===== src/design/unit_pkg.sv =====
package unit_pkg;

  // bus geometry
  localparam int ADDR_W = 8;
  localparam int DATA_W = 32;

  // register byte offsets; io space is a window of one word per io byte
  localparam logic [7:0] CMD_OFS = 8'h00;
  localparam logic [7:0] OPERAND_OFS = 8'h04;
  localparam logic [7:0] PC_OFS = 8'h08;
  localparam logic [7:0] STATUS_OFS = 8'h0c;
  localparam logic [7:0] RESULT_OFS = 8'h10;
  localparam int IO_WIN_BIT = 7;
  localparam int IO_DEPTH = 32;
  localparam int IO_AW = 5;

  // status register bit positions
  localparam int FLAG_C = 0;
  localparam int FLAG_Z = 1;
  localparam int FLAG_N = 2;
  localparam int FLAG_V = 3;
  localparam int FLAG_S = 4;
  localparam int FLAG_H = 5;
  localparam int FLAG_T = 6;
  localparam int FLAG_I = 7;

  // operand register fields
  localparam int OPD_REG_LSB = 0;
  localparam int OPD_BIT_LSB = 8;
  localparam int OPD_IO_LSB = 16;
  localparam int OPD_OFS_LSB = 24;
  localparam int OFS_W = 7;

  // result register fields
  localparam int RES_TAKEN_BIT = 8;
  localparam int RES_CYC_LSB = 12;

  // command field
  localparam int OP_W = 5;

  // reset values
  localparam logic [15:0] PC_RST = 16'h0000;
  localparam logic [7:0] STATUS_RST = 8'h00;
  localparam logic [31:0] WORD_RST = 32'h0000_0000;

  // cycle counts
  localparam logic [1:0] CYC_ONE = 2'h1;
  localparam logic [1:0] CYC_TWO = 2'h2;

  // operation codes
  localparam logic [4:0] OP_BRANCH_CARRY_SET = 5'h00;
  localparam logic [4:0] OP_BRANCH_CARRY_CLEAR = 5'h01;
  localparam logic [4:0] OP_BRANCH_SAME_OR_HIGHER = 5'h02;
  localparam logic [4:0] OP_BRANCH_LOWER = 5'h03;
  localparam logic [4:0] OP_BRANCH_MINUS = 5'h04;
  localparam logic [4:0] OP_BRANCH_PLUS = 5'h05;
  localparam logic [4:0] OP_BRANCH_SIGNED_GE = 5'h06;
  localparam logic [4:0] OP_BRANCH_SIGNED_LT = 5'h07;
  localparam logic [4:0] OP_BRANCH_HALF_CARRY_SET = 5'h08;
  localparam logic [4:0] OP_BRANCH_HALF_CARRY_CLEAR = 5'h09;
  localparam logic [4:0] OP_BRANCH_TRANSFER_SET = 5'h0a;
  localparam logic [4:0] OP_BRANCH_TRANSFER_CLEAR = 5'h0b;
  localparam logic [4:0] OP_BRANCH_OVERFLOW_SET = 5'h0c;
  localparam logic [4:0] OP_BRANCH_OVERFLOW_CLEAR = 5'h0d;
  localparam logic [4:0] OP_BRANCH_IRQ_ENABLED = 5'h0e;
  localparam logic [4:0] OP_BRANCH_IRQ_DISABLED = 5'h0f;
  localparam logic [4:0] OP_IO_BIT_SET = 5'h10;
  localparam logic [4:0] OP_IO_BIT_CLEAR = 5'h11;
  localparam logic [4:0] OP_SHIFT_LEFT_LOGICAL = 5'h12;
  localparam logic [4:0] OP_SHIFT_RIGHT_LOGICAL = 5'h13;
  localparam logic [4:0] OP_ROTATE_LEFT_CARRY = 5'h14;
  localparam logic [4:0] OP_ROTATE_RIGHT_CARRY = 5'h15;
  localparam logic [4:0] OP_BIT_TO_TRANSFER_FLAG = 5'h16;
  localparam logic [4:0] OP_TRANSFER_FLAG_TO_BIT = 5'h17;
  localparam logic [4:0] OP_FLAG_SET = 5'h18;
  localparam logic [4:0] OP_FLAG_CLEAR = 5'h19;

  typedef enum logic [1:0] {S_IDLE, S_EXEC, S_SECOND} state_t;
  typedef enum logic [1:0] {B_WAIT, B_FETCH, B_ANSWER} bus_t;

endpackage : unit_pkg


===== src/design/branch_shift_flag_unit.sv =====
// Decided for this implementation: the Avalon-MM register port and the placing of the registers.
`timescale 1ns/1ns
`default_nettype none
// How it works
// - carry branches: taken adds offset plus one
// - same-or-higher on carry zero, lower on one
// - signed ge taken when n xor v zero
// - signed lt taken when n xor v one
// - minus on negative one, plus on zero
// - half-carry branches follow the half-carry flag
// - transfer branches follow the transfer flag
// - overflow branches follow the overflow flag
// - irq branches follow the interrupt enable flag
// - io set bit, flags kept, two cycles
// - io clear bit, flags kept, two cycles
// - logical shifts fill zero, update z c n v
// - rotate left: bit0 from carry, carry from bit7
// - rotate right: bit7 from carry, carry from bit0
// - bit store copies register bit into transfer
// - bit load copies transfer into register bit
// - one-cycle set or clear of single flag
// - overflow flag set or clear alone
// - half-carry flag set alone
module branch_shift_flag_unit
  import unit_pkg::*;
(
  // clock, reset, enable
  input wire logic clk,
  input wire logic arst_n,
  input wire logic ce,
  // avalon-mm slave
  input wire logic [ADDR_W-1:0] address,
  input wire logic read,
  input wire logic write,
  input wire logic [3:0] byteenable,
  input wire logic [DATA_W-1:0] writedata,
  output logic [DATA_W-1:0] readdata,
  output logic waitrequest,
  // core state
  output logic [15:0] program_counter,
  output logic [7:0] status_register,
  output logic busy
);

  state_t state_q;
  bus_t bus_q;
  logic [OP_W-1:0] op_q;
  logic [31:0] operand_q;
  logic [15:0] pc_q;
  logic [7:0] status_q;
  logic [7:0] result_q;
  logic taken_q;
  logic [1:0] cycles_q;
  logic [31:0] readdata_q;
  logic waitreq_q;
  logic busy_q;

  logic [7:0] opd;
  logic [2:0] bit_sel;
  logic [IO_AW-1:0] io_idx;
  logic [OFS_W-1:0] ofs;
  logic [15:0] pc_target;
  logic is_branch;
  logic is_io;
  logic is_shift;
  logic cond_w;
  logic [7:0] sh_res;
  logic sh_c;
  logic [31:0] rd_mux;
  logic [31:0] pc_wr;
  logic acc_wr;
  logic io_hit;
  logic mem_we;
  logic [IO_AW-1:0] mem_waddr;
  logic [7:0] mem_wdata;
  logic [IO_AW-1:0] mem_raddr;
  logic [7:0] mem_rdata;

  function automatic logic [31:0] merge(input logic [31:0] old_v, input logic [31:0] new_v,
                                        input logic [3:0] be);
    logic [31:0] r;
    r = old_v;
    for (int i = 0; i < 4; i++) begin
      if (be[i]) begin
        r[i*8 +: 8] = new_v[i*8 +: 8];
      end
    end
    return r;
  endfunction : merge

  assign opd = operand_q[OPD_REG_LSB +: 8];
  assign bit_sel = operand_q[OPD_BIT_LSB +: 3];
  assign io_idx = operand_q[OPD_IO_LSB +: IO_AW];
  assign ofs = operand_q[OPD_OFS_LSB +: OFS_W];
  assign pc_target = pc_q + {{(16-OFS_W){ofs[OFS_W-1]}}, ofs} + 16'h0001;
  assign is_branch = (op_q[4] == 1'b0);
  assign is_io = (op_q == OP_IO_BIT_SET) || (op_q == OP_IO_BIT_CLEAR);
  assign is_shift = (op_q >= OP_SHIFT_LEFT_LOGICAL) && (op_q <= OP_ROTATE_RIGHT_CARRY);
  assign io_hit = address[IO_WIN_BIT];
  // upper half of the pc word is not stored, so it always reads zero
  assign pc_wr = merge({16'h0000, pc_q}, writedata, byteenable);
  // a write lands only at the edge where the master sees waitrequest low
  assign acc_wr = (bus_q == B_ANSWER) && write;

  // branch condition per operation
  always_comb begin
    cond_w = 1'b0;
    case (op_q)
      OP_BRANCH_CARRY_SET: cond_w = status_q[FLAG_C];
      OP_BRANCH_CARRY_CLEAR: cond_w = !status_q[FLAG_C];
      OP_BRANCH_SAME_OR_HIGHER: cond_w = !status_q[FLAG_C];
      OP_BRANCH_LOWER: cond_w = status_q[FLAG_C];
      OP_BRANCH_MINUS: cond_w = status_q[FLAG_N];
      OP_BRANCH_PLUS: cond_w = !status_q[FLAG_N];
      OP_BRANCH_SIGNED_GE: cond_w = !(status_q[FLAG_N] ^ status_q[FLAG_V]);
      OP_BRANCH_SIGNED_LT: cond_w = status_q[FLAG_N] ^ status_q[FLAG_V];
      OP_BRANCH_HALF_CARRY_SET: cond_w = status_q[FLAG_H];
      OP_BRANCH_HALF_CARRY_CLEAR: cond_w = !status_q[FLAG_H];
      OP_BRANCH_TRANSFER_SET: cond_w = status_q[FLAG_T];
      OP_BRANCH_TRANSFER_CLEAR: cond_w = !status_q[FLAG_T];
      OP_BRANCH_OVERFLOW_SET: cond_w = status_q[FLAG_V];
      OP_BRANCH_OVERFLOW_CLEAR: cond_w = !status_q[FLAG_V];
      OP_BRANCH_IRQ_ENABLED: cond_w = status_q[FLAG_I];
      OP_BRANCH_IRQ_DISABLED: cond_w = !status_q[FLAG_I];
      default: cond_w = 1'b0;
    endcase
  end

  // shifter and bit insert
  always_comb begin
    sh_res = opd;
    sh_c = status_q[FLAG_C];
    case (op_q)
      OP_SHIFT_LEFT_LOGICAL: begin
        sh_res = {opd[6:0], 1'b0};
        sh_c = opd[7];
      end
      OP_SHIFT_RIGHT_LOGICAL: begin
        sh_res = {1'b0, opd[7:1]};
        sh_c = opd[0];
      end
      OP_ROTATE_LEFT_CARRY: begin
        sh_res = {opd[6:0], status_q[FLAG_C]};
        sh_c = opd[7];
      end
      OP_ROTATE_RIGHT_CARRY: begin
        sh_res = {status_q[FLAG_C], opd[7:1]};
        sh_c = opd[0];
      end
      OP_TRANSFER_FLAG_TO_BIT: begin
        sh_res[bit_sel] = status_q[FLAG_T];
      end
      default: begin
        sh_res = opd;
      end
    endcase
  end

  // engine sequencing
  always_ff @(posedge clk or negedge arst_n) begin
    if (!arst_n) begin
      state_q <= S_IDLE;
      op_q <= 5'h00;
      busy_q <= 1'b0;
    end else if (ce) begin
      case (state_q)
        S_IDLE: begin
          if (acc_wr && !io_hit && address == CMD_OFS && byteenable[0]) begin
            op_q <= writedata[OP_W-1:0];
            state_q <= S_EXEC;
            busy_q <= 1'b1;
          end
        end
        S_EXEC: begin
          // taken branches and io read-modify-write need a second cycle
          if ((is_branch && cond_w) || is_io) begin
            state_q <= S_SECOND;
          end else begin
            state_q <= S_IDLE;
            busy_q <= 1'b0;
          end
        end
        S_SECOND: begin
          state_q <= S_IDLE;
          busy_q <= 1'b0;
        end
        default: begin
          state_q <= S_IDLE;
          busy_q <= 1'b0;
        end
      endcase
    end
  end

  // program counter
  always_ff @(posedge clk or negedge arst_n) begin
    if (!arst_n) begin
      pc_q <= PC_RST;
    end else if (ce) begin
      if (acc_wr && !io_hit && address == PC_OFS) begin
        pc_q <= pc_wr[15:0];
      end else if (state_q == S_EXEC && is_branch) begin
        pc_q <= cond_w ? pc_target : pc_q + 16'h0001;
      end
    end
  end

  // status flags; shifts leave s, h, t and i alone
  always_ff @(posedge clk or negedge arst_n) begin
    if (!arst_n) begin
      status_q <= STATUS_RST;
    end else if (ce) begin
      if (acc_wr && !io_hit && address == STATUS_OFS && byteenable[0]) begin
        status_q <= writedata[7:0];
      end else if (state_q == S_EXEC) begin
        if (is_shift) begin
          status_q[FLAG_C] <= sh_c;
          status_q[FLAG_Z] <= (sh_res == 8'h00);
          status_q[FLAG_N] <= sh_res[7];
          status_q[FLAG_V] <= sh_res[7] ^ sh_c;
        end else if (op_q == OP_BIT_TO_TRANSFER_FLAG) begin
          status_q[FLAG_T] <= opd[bit_sel];
        end else if (op_q == OP_FLAG_SET) begin
          status_q[bit_sel] <= 1'b1;
        end else if (op_q == OP_FLAG_CLEAR) begin
          status_q[bit_sel] <= 1'b0;
        end
      end
    end
  end

  // operand and result registers
  always_ff @(posedge clk or negedge arst_n) begin
    if (!arst_n) begin
      operand_q <= WORD_RST;
    end else if (ce && acc_wr && !io_hit && address == OPERAND_OFS) begin
      operand_q <= merge(operand_q, writedata, byteenable);
    end
  end

  always_ff @(posedge clk or negedge arst_n) begin
    if (!arst_n) begin
      result_q <= 8'h00;
      taken_q <= 1'b0;
      cycles_q <= 2'h0;
    end else if (ce && state_q == S_EXEC) begin
      result_q <= sh_res;
      taken_q <= is_branch && cond_w;
      cycles_q <= ((is_branch && cond_w) || is_io) ? CYC_TWO : CYC_ONE;
    end
  end

  // io space: bus when idle, engine otherwise
  assign mem_raddr = (state_q == S_IDLE) ? address[2 +: IO_AW] : io_idx;
  always_comb begin
    mem_we = 1'b0;
    mem_waddr = io_idx;
    mem_wdata = mem_rdata;
    if (state_q == S_SECOND && is_io) begin
      mem_we = 1'b1;
      mem_wdata[bit_sel] = (op_q == OP_IO_BIT_SET);
    end else if (acc_wr && io_hit && byteenable[0]) begin
      mem_we = 1'b1;
      mem_waddr = address[2 +: IO_AW];
      mem_wdata = writedata[7:0];
    end
  end

  io_space_ram u_io (
    .clk(clk),
    .arst_n(arst_n),
    .ce(ce),
    .we(mem_we),
    .waddr(mem_waddr),
    .wdata(mem_wdata),
    .raddr(mem_raddr),
    .rdata(mem_rdata)
  );

  // read mux; unmapped offsets read zero
  always_comb begin
    rd_mux = WORD_RST;
    if (io_hit) begin
      rd_mux[7:0] = mem_rdata;
    end else begin
      case (address)
        CMD_OFS: rd_mux[OP_W-1:0] = op_q;
        OPERAND_OFS: rd_mux = operand_q;
        PC_OFS: rd_mux[15:0] = pc_q;
        STATUS_OFS: rd_mux[7:0] = status_q;
        RESULT_OFS: begin
          rd_mux[7:0] = result_q;
          rd_mux[RES_TAKEN_BIT] = taken_q;
          rd_mux[RES_CYC_LSB +: 2] = cycles_q;
        end
        default: rd_mux = WORD_RST;
      endcase
    end
  end

  // bus handshake: fixed three-edge answer, held off while the engine runs
  always_ff @(posedge clk or negedge arst_n) begin
    if (!arst_n) begin
      bus_q <= B_WAIT;
      waitreq_q <= 1'b1;
      readdata_q <= WORD_RST;
    end else if (ce) begin
      case (bus_q)
        B_WAIT: begin
          if ((read || write) && state_q == S_IDLE) begin
            bus_q <= B_FETCH;
          end
        end
        B_FETCH: begin
          readdata_q <= rd_mux;
          waitreq_q <= 1'b0;
          bus_q <= B_ANSWER;
        end
        B_ANSWER: begin
          waitreq_q <= 1'b1;
          bus_q <= B_WAIT;
        end
        default: begin
          waitreq_q <= 1'b1;
          bus_q <= B_WAIT;
        end
      endcase
    end
  end

  assign readdata = readdata_q;
  assign waitrequest = waitreq_q;
  assign program_counter = pc_q;
  assign status_register = status_q;
  assign busy = busy_q;
endmodule : branch_shift_flag_unit
`default_nettype wire


===== src/design/io_space_ram.sv =====
`timescale 1ns/1ns
`default_nettype none
module io_space_ram
  import unit_pkg::*;
(
  // clock and reset
  input wire logic clk,
  input wire logic arst_n,
  input wire logic ce,
  // write port
  input wire logic we,
  input wire logic [IO_AW-1:0] waddr,
  input wire logic [7:0] wdata,
  // read port, data one cycle after the address
  input wire logic [IO_AW-1:0] raddr,
  output logic [7:0] rdata
);

  logic [7:0] mem_q [IO_DEPTH];
  logic [7:0] rdata_q;

  always_ff @(posedge clk or negedge arst_n) begin
    if (!arst_n) begin
      for (int i = 0; i < IO_DEPTH; i++) begin
        mem_q[i] <= 8'h00;
      end
    end else if (ce && we) begin
      mem_q[waddr] <= wdata;
    end
  end

  // read before write on the same address returns the old byte
  always_ff @(posedge clk or negedge arst_n) begin
    if (!arst_n) begin
      rdata_q <= 8'h00;
    end else if (ce) begin
      rdata_q <= mem_q[raddr];
    end
  end

  assign rdata = rdata_q;

endmodule : io_space_ram
`default_nettype wire


===== config.mk =====
export PLATFORM = sky130hd
export DESIGN_NAME = branch_shift_flag_unit
export DESIGN_NICKNAME = d
export VERILOG_FILES = /design/src/design/unit_pkg.sv /design/src/design/branch_shift_flag_unit.sv /design/src/design/io_space_ram.sv
export SDC_FILE = /design/constraint.sdc
export NUM_CORES = 1
export LEC_CHECK = 0
export ABC_AREA = 1
export BUFFER_PORTS_ARGS = -buffer_cell sky130_fd_sc_hd__clkbuf_2
export CORE_MARGIN = 2
export CORE_UTILIZATION = 55
export CTS_CLUSTER_SIZE = 30
export DETAILED_ROUTE_END_ITERATION = 6
export PLACE_DENSITY = 0.73
export SYNTH_ARGS = -nofsm -noshare
export SYNTH_HDL_FRONTEND = slang
export SYNTH_SLANG_ARGS = --single-unit

===== constraint.sdc =====
create_clock -name clk -period 2.5 [get_ports clk]
set_input_delay 0.125 -clock clk [delete_from_list [all_inputs] [get_ports clk]]
set_output_delay 0.125 -clock clk [all_outputs]
set_load 0.02 [all_outputs]

==> results of run 1 <==
state kept, by name, indices dropped and copies added, names as in the netlist, named ones only:
register	flops
cycles_q	2
op_q	5
readdata	32
busy	1
taken_q	1
state_q	2
u_io.rdata	8
result_q	8
operand_q	32
bus_q	2
program_counter	16
waitrequest	1
u_io.mem_q	256
worst paths after layout:
path / start / endpoint / slack (ns) / cells past startpoint
worst max register to register: op_q[2] / u_io.mem_q[215] / 0.09 / 12
worst min register to register: busy / busy / 0.48 / 2
max in group asynchronous: arst_n / program_counter[5] / 1.37 / 3
min in group asynchronous: arst_n / u_io.mem_q[154] / 0.14 / 2
worst max-delay path: op_q[2] / u_io.mem_q[215] / 0.09 / 12
worst min-delay path: byteenable[2] / operand_q[21] / 0.02 / 3
cell families after synthesis:
| family | share of synthesized area [%] |
|---|---|
| simple gates | 30.9 |
| buf+inv | 9.46 |
| compound gates | 13.2 |
| flops | 44.6 |
| xor+xnor | 0.710 |
| fa+ha+maj | 1.05 |
through the flow:
stage	cell area (µm²)	setup WS, ns
2_1_floorplan	21000	0.324
3_3_place_gp	22400	0.0795
3_5_place_dp	22400	0.0394
4_1_cts	23900	0.0180
5_1_grt	24200	-0.0144
6_report	24200	0.0950
cell usage in the layout (no fill, tap or decap), drive strengths merged:
cell | Yosys | routed
a21boi | 1 | 1
a21oi | 69 | 69
a221oi | 3 | 3
a22oi | 7 | 7
a31oi | 2 | 2
and2 | 3 | 3
buf | 69 | 102
clkbuf | 76 | 171
clkinv | 0 | 4
dfrtp | 373 | 373
dfstp | 1 | 1
diode | 0 | 1
dlygate4sd3 | 0 | 30
fa | 1 | 1
ha | 16 | 16
inv | 333 | 332
nand2 | 1027 | 1028
nand3 | 306 | 306
nand3b | 2 | 2
nand4 | 34 | 34
nor2 | 108 | 108
nor3 | 12 | 12
nor4 | 1 | 1
o2111ai | 6 | 6
o211ai | 6 | 6
o21a | 1 | 1
o21ai | 342 | 342
o21bai | 2 | 2
o221ai | 9 | 9
o22ai | 6 | 6
o31ai | 18 | 18
xnor2 | 5 | 5
xor2 | 12 | 12
routing by layer:
metal,up-vias,track usage [%],share of wire (%)
met5,-,0,0
met4,0,15.2,4.3
met3,159,4.78,6.6
met2,722,55.2,47
met1,9332,45.4,42
li1,9436,-,-
worst min-delay path, stage by stage:
cell	delay, ns
clkbuf_2	0.08
nand2_1	0.22
a21oi_1	0.10
cell type report:
cell class / instances / area, µm²
Inverter: 333 / 1260
Tap cell: 511 / 639
Antenna cell: 1 / 2.50
Multi-Input combinational cell: 2000 / 9740
Fill cell: 3328 / 13400
Clock buffer: 66 / 1250
Sequential cell: 374 / 9360
Timing Repair Buffer: 237 / 1900
Clock inverter: 3 / 26.3
timing repair:
item / 4_1_cts / 5_1_grt
buffers inserted: 0 / 15
hold buffers: 30 / 0
endpoints found under the hold margin: 104 / 0
endpoints found under the setup margin: 0 / 238
gates resized for setup: 0 / 19
power groups by stage:
stage / clock network [mW] / registers [mW] / logic (mW)
2_1_floorplan: 0 / 7.09 / 4.55
3_3_place_gp: 0 / 6.93 / 7.80
3_5_place_dp: 0 / 6.95 / 7.85
4_1_cts: 5.94 / 6.85 / 7.94
5_1_grt: 6.21 / 6.90 / 8.77
6_report: 5.87 / 6.86 / 8.04
==> flow_summary.ini, run 1 <==
[synth]
yosys_warnings = 0
synth_nets = 2917
synth_most_common_cell = nand2_1
synthTopCellsByArea = dfrtp_1 (44%), nand2_1 (18%), nand3_1 (7.3%)
syn_area_mm2 = 0.0210
async_reset_ff_share_pct = 100
synth_edf_count = 0
ys_types = 48
synth_flop_cell = dfrtp_1
synth-seq-area-share_pct = 44.6
synth_cells = 2851
synth_top_cell_area_share_pct = 44.5
avgSynthCellArea_um2 = 7.36
yosys.area.top_type = dfrtp_1
ys_ff_latch = 374
yosys-top-cells-count = nand2_1 (985), dfrtp_1 (373), inv_1 (325)

[finish]
drive_above_1_share_pct = 13.3
fin_nets = 3053
final_cells = 3525
area_growth_pct = 15.3
fin_util_pct = 64.3

[setup_path]
slowest_delay_ns = 0.47
path_max_fanout = 16
path_cells = nor2_4 -> inv_2 -> nor2_4 -> nand3_4 -> buf_4 -> a21oi_4 -> nand2_4 -> nor2_8 -> buf_4 -> nand2_4 -> nand2_1 -> o21ai_1
cp.required_ns = 2.93
arrival_ns = 2.84
worstSetupStartpointType = flip-flop
critPathSlowestCell = dfrtp_2
crit_path_end_kind = flip-flop
cp_num_buf_inv = 3
path_class = reg -> reg
cp_top_family = simple AND/OR/NAND/NOR gates

[global_routing]
globalRouteOverflowTotal = 0
grt.total_usage_pct = 34.0
grt_pass1_wl_mm = 104
grt_pass1_vias = 18500
antenna_found_initial = 1
grt_max_degree = 76

[power_and_ir_drop]
irDropWorstVdd_v = 0.000651
p_int_mw = 12.3
p_sw_mw = 8.49
p_leak_nw = 12.1
pwr-share-seq_pct = 33.0
cellPowerDensity_mw_per_mm2 = 859
power_frac_comb_pct = 38.7
power_mw = 20.8
p_sw_share_pct = 40.9
p_clk_share_pct = 28.3

[clock_tree]
clock_sinks = 374
cts_root_buffer = clkbuf_16
worstSkewPairLatency_ns = 0.57
htreeDepth = 2
cts_made_buffers = 41
cts_tree = yes
clk_path_buf_depth = 3
path_clk_slew_ns = 0.06

[place]
io_buffers = 106
dp_hpwl_mm = 44.8
place_inst = 3409
gp_congestion = 0.985

[timing]
min_period_ns = 2.41
timing.fmax_mhz = 416
final.setup.tns_ns = 0
slew_violations = 0
rsz0062_at_grt = true
hold_viol = 0
hold_ws_ns = 0.0167
worstMarginPinSlew_ns = 0.715
setup-violations-final = 0
worst_clock_skew_ns = 0.0152
slew_headroom_pct = 52.4
min_period_over_period_pct = 96.2

[die]
io_pins = 107
die_w_um = 199
die_h_um = 199
fp.coreArea_mm2 = 0.0376
start_util_pct = 55.8
rows = 71
die-area_mm2 = 0.0397

[routing]
vias_per_cell = 5.57
wl_per_cell_um = 18.8
drt_iter0_markers = 1938
via_count = 19600
drt-total-wl_mm = 66.3
drtAntennaViolNets = 0
dr.pass1.iters = 5
drc = 0

[hold_path]
min_path_type = in -> reg

[flow_run]
cap_viol_max_count = 0

[status]
outcome = finished, final reports clean
No activity file was read; power rests on OpenSTA's default activity.
==> inputs of run 2 (changes only) <==
--- a/config.mk
+++ b/config.mk
@@ -11,7 +11,8 @@
 export CORE_UTILIZATION = 55
 export CTS_CLUSTER_SIZE = 30
 export DETAILED_ROUTE_END_ITERATION = 6
-export PLACE_DENSITY = 0.73
+export PLACE_DENSITY_LB_ADDON = 0.12
+export RECOVER_POWER = 25
 export SYNTH_ARGS = -nofsm -noshare
 export SYNTH_HDL_FRONTEND = slang
 export SYNTH_SLANG_ARGS = --single-unit
==> constraint.sdc (replaced) <==
create_clock -name clk -period 2.6 [get_ports clk]
set_input_delay 0.13 -clock clk [delete_from_list [all_inputs] [get_ports clk]]
set_output_delay 0.13 -clock clk [all_outputs]
set_load 0.02 [all_outputs]
==> run 2 against run 1 <==
  * The run now ends with max-capacitance violations, max-slew violations left
  * Via count decreased by 1.6%
  * Critical endpoint is now u_io.mem_q[143]
  * Critical path type unchanged
  * Clock power decreased by 2%
  * Routed wire length decreased by 0.91%
  * Clock-buffer cell count decreased by 9
  * Final cell count decreased by 0.51%
  * Maximum frequency decreased by 2.6%
  * Largest cell class unchanged
  * Largest power group unchanged
  * Clock skew about the same
  * Final area decreased by 0.97%
  * Register-to-register slack improved by 0.04 ns
==> flow_summary.ini, run 2 (synthesis results as in run 1) <==
[status]
outcome = finished, violations left
violations = max-capacitance violations, max-slew violations

[clock_tree]
cts_tree = yes
cts_made_buffers = 40
path_clk_slew_ns = 0.07
clk_path_buf_depth = 3
worstSkewPairLatency_ns = 0.57
htreeDepth = 2
clock_sinks = 374
cts_root_buffer = clkbuf_16

[global_routing]
globalRouteOverflowTotal = 0
antenna_found_initial = 1
grt_pass1_wl_mm = 103
grt.total_usage_pct = 33.8
grt_pass1_vias = 18400
grt_max_degree = 80

[finish]
fin_nets = 3032
regArea_mm2 = 0.00936
largest_reg_flops = 256
layout_common_cells = nand2_1 (983), dfrtp_1 (371), inv_1 (323)
drive_above_1_share_pct = 13.0
top_register = u_io.mem_q
fin_area_mm2 = 0.0239
diodes = 0
final_cells = 3507
area_growth_pct = 14.2
final_common_cell = nand2_1
multiInputGateArea_mm2 = 0.00969
nFillCells = 3440

[flow_run]
cap_viol_max_count = 1

[hold_path]
hold_path_startpoint = writedata[1]
min_path_type = in -> reg
hold_end = operand_q[1]
min_path_cells = 3

[die]
die_h_um = 199
start_util_pct = 55.8
fp.coreArea_mm2 = 0.0376
die_w_um = 199
rows = 71
io_pins = 107
die-area_mm2 = 0.0397

[timing]
slew_violations = 72
postLayoutSetupSlackWorst_ns = 0.130
hold_viol = 0
final.setup.tns_ns = 0
setup-violations-final = 0
slew_headroom_pct = -44.3
min_period_over_period_pct = 95.0
min_period_ns = 2.47
worstMarginPinSlew_ns = 2.16
rsz0062_at_grt = true
worst_clock_skew_ns = 0.0155
timing.fmax_mhz = 405

[setup_path]
path_class = reg -> reg
reg2reg_to = u_io.mem_q[143]
reg2reg_slack_ns = 0.13
path_max_fanout = 22
crit_path_end_kind = flip-flop
cp.required_ns = 3.03
worstSetupStartpointType = flip-flop
ff2ff_path_depth = 10
r2r_start = bus_q[0]
arrival_ns = 2.90

[place]
place_inst = 3399
place_ws_ns = 0.0446
gp_congestion = 0.979
dpl_cell_area_mm2 = 0.0222
dp_hpwl_mm = 44.8
io_buffers = 106

[power_and_ir_drop]
p_leak_nw = 11.9
p_sw_share_pct = 40.9
pwr-share-seq_pct = 33.4
p_clk_share_pct = 28.9
cellPowerDensity_mw_per_mm2 = 831
irDropWorstVdd_v = 0.000601
p_int_mw = 11.8
power_frac_comb_pct = 37.7
p_sw_mw = 8.14

[routing]
dr.pass1.iters = 6
drt_iter0_markers = 1732
drt-total-wl_mm = 65.7
via_count = 19300
wl_per_cell_um = 18.7
drtAntennaViolNets = 0
vias_per_cell = 5.51
drc = 0
[run 2: changes by cell type in the layout (fill, tap and decap cells not counted), sizes merged]
cell,previous run,this run
dlygate4sd3,30,28
clkinvlp,0,3
buf,102,80
clkinv,4,11
clkbuf,171,166
inv,332,334
diode,1,0
bufinv,0,1
nand2,1028,1027
[run 2: layer usage]
layer  track usage [%]  routed length [µm]  vias to the layer above
met3              4.37                4010                      140
li1                  -                   -                     9413
met2              55.5               31000                      661
met5                 0                  13                        -
met4              14.4                2520                        2
met1              45.3               28100                     9113
[run 2: timing repair]
| action | CTS | global route |
|---|---|---|
| endpoints found under the hold margin | 101 | 0 |
| endpoints found under the setup margin | 0 | 237 |
| buffers inserted | 0 | 7 |
| gates resized for setup | 0 | 7 |
| hold buffers | 28 | 0 |
[run 2: cell type report]
type | count | area share (%)
Multi-Input combinational cell | 1999 | 40.5
Sequential cell | 374 | 39.1
Timing Repair Buffer | 217 | 6.97
Inverter | 333 | 5.27
Clock buffer | 57 | 5.00
Tap cell | 511 | 2.67
Clock inverter | 15 | 0.507
Timing Repair inverter | 1 | 0.0209
[run 2: metrics by stage]
stage / total power, mW / utilization (%) / hold WS, ns
3_3_place_gp: 14.0 / 59.2 / 0.167
5_1_grt: 21.0 / 63.7 / 0.0320
4_1_cts: 19.9 / 63.4 / 0.00870
6_report: 19.9 / 63.7 / 0.0225
3_5_place_dp: 14.1 / 59.2 / 0.165
2_1_floorplan: 11.2 / - / -0.166
[run 2: power by group through the flow]
stage                     registers, mW  logic [mW]  clock network, mW
after floorplan                    6.82        4.38                  0
after global placement             6.73        7.32                  0
after detailed placement           6.73        7.37                  0
after CTS                          6.63        7.45               5.85
after global routing               6.68        8.23               6.07
final                              6.64        7.50               5.75
[run 2: critical path, stage by stage, from the launching register on]
cell     delay [ns]
dfrtp_1        0.39
inv_2          0.08
nand3_1        0.18
nor3_4         0.27
nand2_8        0.17
o21ai_4        0.32
inv_4          0.11
nor2_8         0.38
nand2_4        0.21
nand2_1        0.10
o21ai_1        0.08
[run 2: how the worst max path moves through the flow]
stage / slack [ns] / startpoint / end
finish: 0.13 / bus_q[0] / u_io.mem_q[143]
global route: -0.02 / bus_q[0] / u_io.mem_q[143]
CTS: 0.005 / op_q[4] / u_io.mem_q[61]
detailed placement: 0.04 / op_q[4] / u_io.mem_q[61]
global placement: 0.06 / op_q[4] / u_io.mem_q[7]
floorplan: 0.42 / op_q[3] / u_io.mem_q[37]
==> inputs of run 3 (changes only) <==
--- a/config.mk
+++ b/config.mk
@@ -8,7 +8,7 @@
 export ABC_AREA = 1
 export BUFFER_PORTS_ARGS = -buffer_cell sky130_fd_sc_hd__clkbuf_2
 export CORE_MARGIN = 2
-export CORE_UTILIZATION = 55
+export CORE_UTILIZATION = 62
 export CTS_CLUSTER_SIZE = 30
 export DETAILED_ROUTE_END_ITERATION = 6
 export PLACE_DENSITY_LB_ADDON = 0.12
==> run 3 against run 2 <==
  * The run still ends with max-capacitance violations, max-slew violations left
  * Routed wire length is 1.1% lower
  * Flip-flop and latch count stayed put
  * Core utilization is 7.8 points higher
  * Via count is 2.5% higher
  * Final cell count is 2.0% lower
  * Clock power is 5.9% higher
  * Die area is 11% lower
  * Largest power group unchanged
==> flow_summary.ini, run 3 (synthesis results as in run 1) <==
[status]
outcome = finished, violations left
violations = max-capacitance violations, max-slew violations

[global_routing]
grt_pass1_wl_mm = 103
grt_pass1_vias = 18800
grt.total_usage_pct = 37.3
globalRouteOverflowTotal = 0
grt_max_degree = 85
antenna_found_initial = 2

[setup_path]
path_cells = nor2_4 -> inv_2 -> nor2_4 -> nand3_2 -> nand2_8 -> nand2_2 -> o21ai_1 -> nand2_2 -> nor2_8 -> buf_4 -> nand2_4 -> nand2_1 -> o21ai_1
cp.required_ns = 3.01
slowest_delay_ns = 0.46
critPathSlowestCell = dfrtp_2
crit_path_end_kind = flip-flop
worstSetupStartpointType = flip-flop
arrival_ns = 2.91
path_class = reg -> reg
cp_top_family = simple AND/OR/NAND/NOR gates
path_max_fanout = 22
cp_num_buf_inv = 2

[die]
fp.coreArea_mm2 = 0.0334
start_util_pct = 62.7
io_pins = 107
rows = 67
die_w_um = 188
die-area_mm2 = 0.0353
die_h_um = 188

[place]
gp_congestion = 0.984
io_buffers = 106
dp_hpwl_mm = 43.5
place_ws_ns = 0.0437

[clock_tree]
clock_sinks = 374
htreeDepth = 2
cts_tree = yes
cts_root_buffer = clkbuf_16
clk_path_buf_depth = 3
worstSkewPairLatency_ns = 0.56
path_clk_slew_ns = 0.06
cts_made_buffers = 40

[finish]
nFillCells = 2708
top_register = u_io.mem_q
drive_above_1_share_pct = 12.7
final_common_cell = nand2_1
layout_common_cells = nand2_1 (983), dfrtp_1 (371), inv_1 (323)
largest_reg_flops = 256
area_growth_pct = 14.0
fin_nets = 3024

[routing]
drt_iter0_markers = 2192
drtAntennaViolNets = 0
drt-total-wl_mm = 65.0
via_count = 19800
vias_per_cell = 5.76
dr.pass1.iters = 6
wl_per_cell_um = 18.9
drc = 0

[power_and_ir_drop]
power_mw = 20.3
irDropWorstVdd_v = 0.000578
p_leak_nw = 11.9
cellPowerDensity_mw_per_mm2 = 850

[timing]
rsz0062_at_grt = true
worstMarginPinSlew_ns = 1.86
postLayoutSetupSlackWorst_ns = 0.0984
min_period_over_period_pct = 96.2
worst_clock_skew_ns = 0.0157
slew_headroom_pct = -23.7
setup-violations-final = 0
hold_viol = 0
min_period_ns = 2.50
slew_violations = 59
timing.fmax_mhz = 400

[flow_run]
cap_viol_max_count = 1

[hold_path]
min_path_type = in -> reg
[run 3: cell types whose count changed in the layout (fill, tap and decap cells not counted), moves of 2 or more]
cell	change
buf_4	-5
bufinv_16	+4
clkbuf_8	-2
clkinv_2	-3
clkinv_4	-2
diode_2	+3
inv_6	-2
[run 3: worst reg2reg max path, cell delays in order (launching register included)]
cell and delay [ns]:
dfrtp_2 0.46, nor2_4 0.18, inv_2 0.06, nor2_4 0.14, nand3_2 0.15, nand2_8 0.20, nand2_2 0.11, o21ai_1 0.11
nand2_2 0.16, nor2_8 0.32, buf_4 0.19, nand2_4 0.12, nand2_1 0.09, o21ai_1 0.07
[run 3: worst paths after layout]
path | start | to | slack, ns | cells after the start
setup / recovery | op_q[2] | u_io.mem_q[151] | 0.1 | 13
hold / removal | writedata[0] | op_q[0] | 0.03 | 3
setup reg to reg | op_q[2] | u_io.mem_q[151] | 0.1 | 13
hold reg to reg | busy | busy | 0.47 | 2
max in group asynchronous | arst_n | u_io.mem_q[70] | 0.49 | 3
min in group asynchronous | arst_n | async pin | 0.61 | 2
[run 3: power breakdown]
group | internal [mW] | total, mW | switching (mW)
logic | 2.26 | 7.62 | 5.35
clock network | 3.71 | 6.09 | 2.38
registers | 6.19 | 6.61 | 0.421
total | 12.2 | 20.3 | 8.16
[run 3: final cells by class]
type,count,area [µm²],share of cell area [%]
Timing Repair inverter,1,5.00,0.0209
Inverter,333,1260,5.27
Antenna cell,3,7.51,0.0314
Sequential cell,374,9360,39.2
Tap cell,448,561,2.34
Multi-Input combinational cell,1999,9680,40.5
Timing Repair Buffer,209,1630,6.80
Clock inverter,13,208,0.869
Clock buffer,58,1200,5.02
[run 3: per-stage QoR]
| step | hold WS [ns] | instances | util [%] | area (µm²) | setup TNS, ns |
|---|---|---|---|---|---|
| after floorplan | -0.166 | 2851 | - | 21000 | 0 |
| after global routing | 0.0383 | 3435 | 71.5 | 23900 | -0.292 |
| final | 0.0256 | 3438 | 71.5 | 23900 | 0 |
| after detailed placement | 0.130 | 3331 | 66.2 | 22200 | 0 |
| after CTS | 0.0142 | 3429 | 71.2 | 23800 | 0 |
| after global placement | 0.119 | 3331 | 66.2 | 22200 | 0 |
[run 3: repair_timing]
action	4_1_cts	5_1_grt
gates resized for setup	0	6
setup buffers	0	5
endpoints found under the setup margin	0	201
endpoints found under the hold margin	90	0
hold buffers	27	0
[run 3: layer usage]
layer	GRT usage, %	routed length (µm)	vias up
li1	-	-	9376
met5	0	13	-
met1	50.5	26400	9368
met2	59.9	30400	891
met3	6.23	5410	179
met4	15.7	2720	2
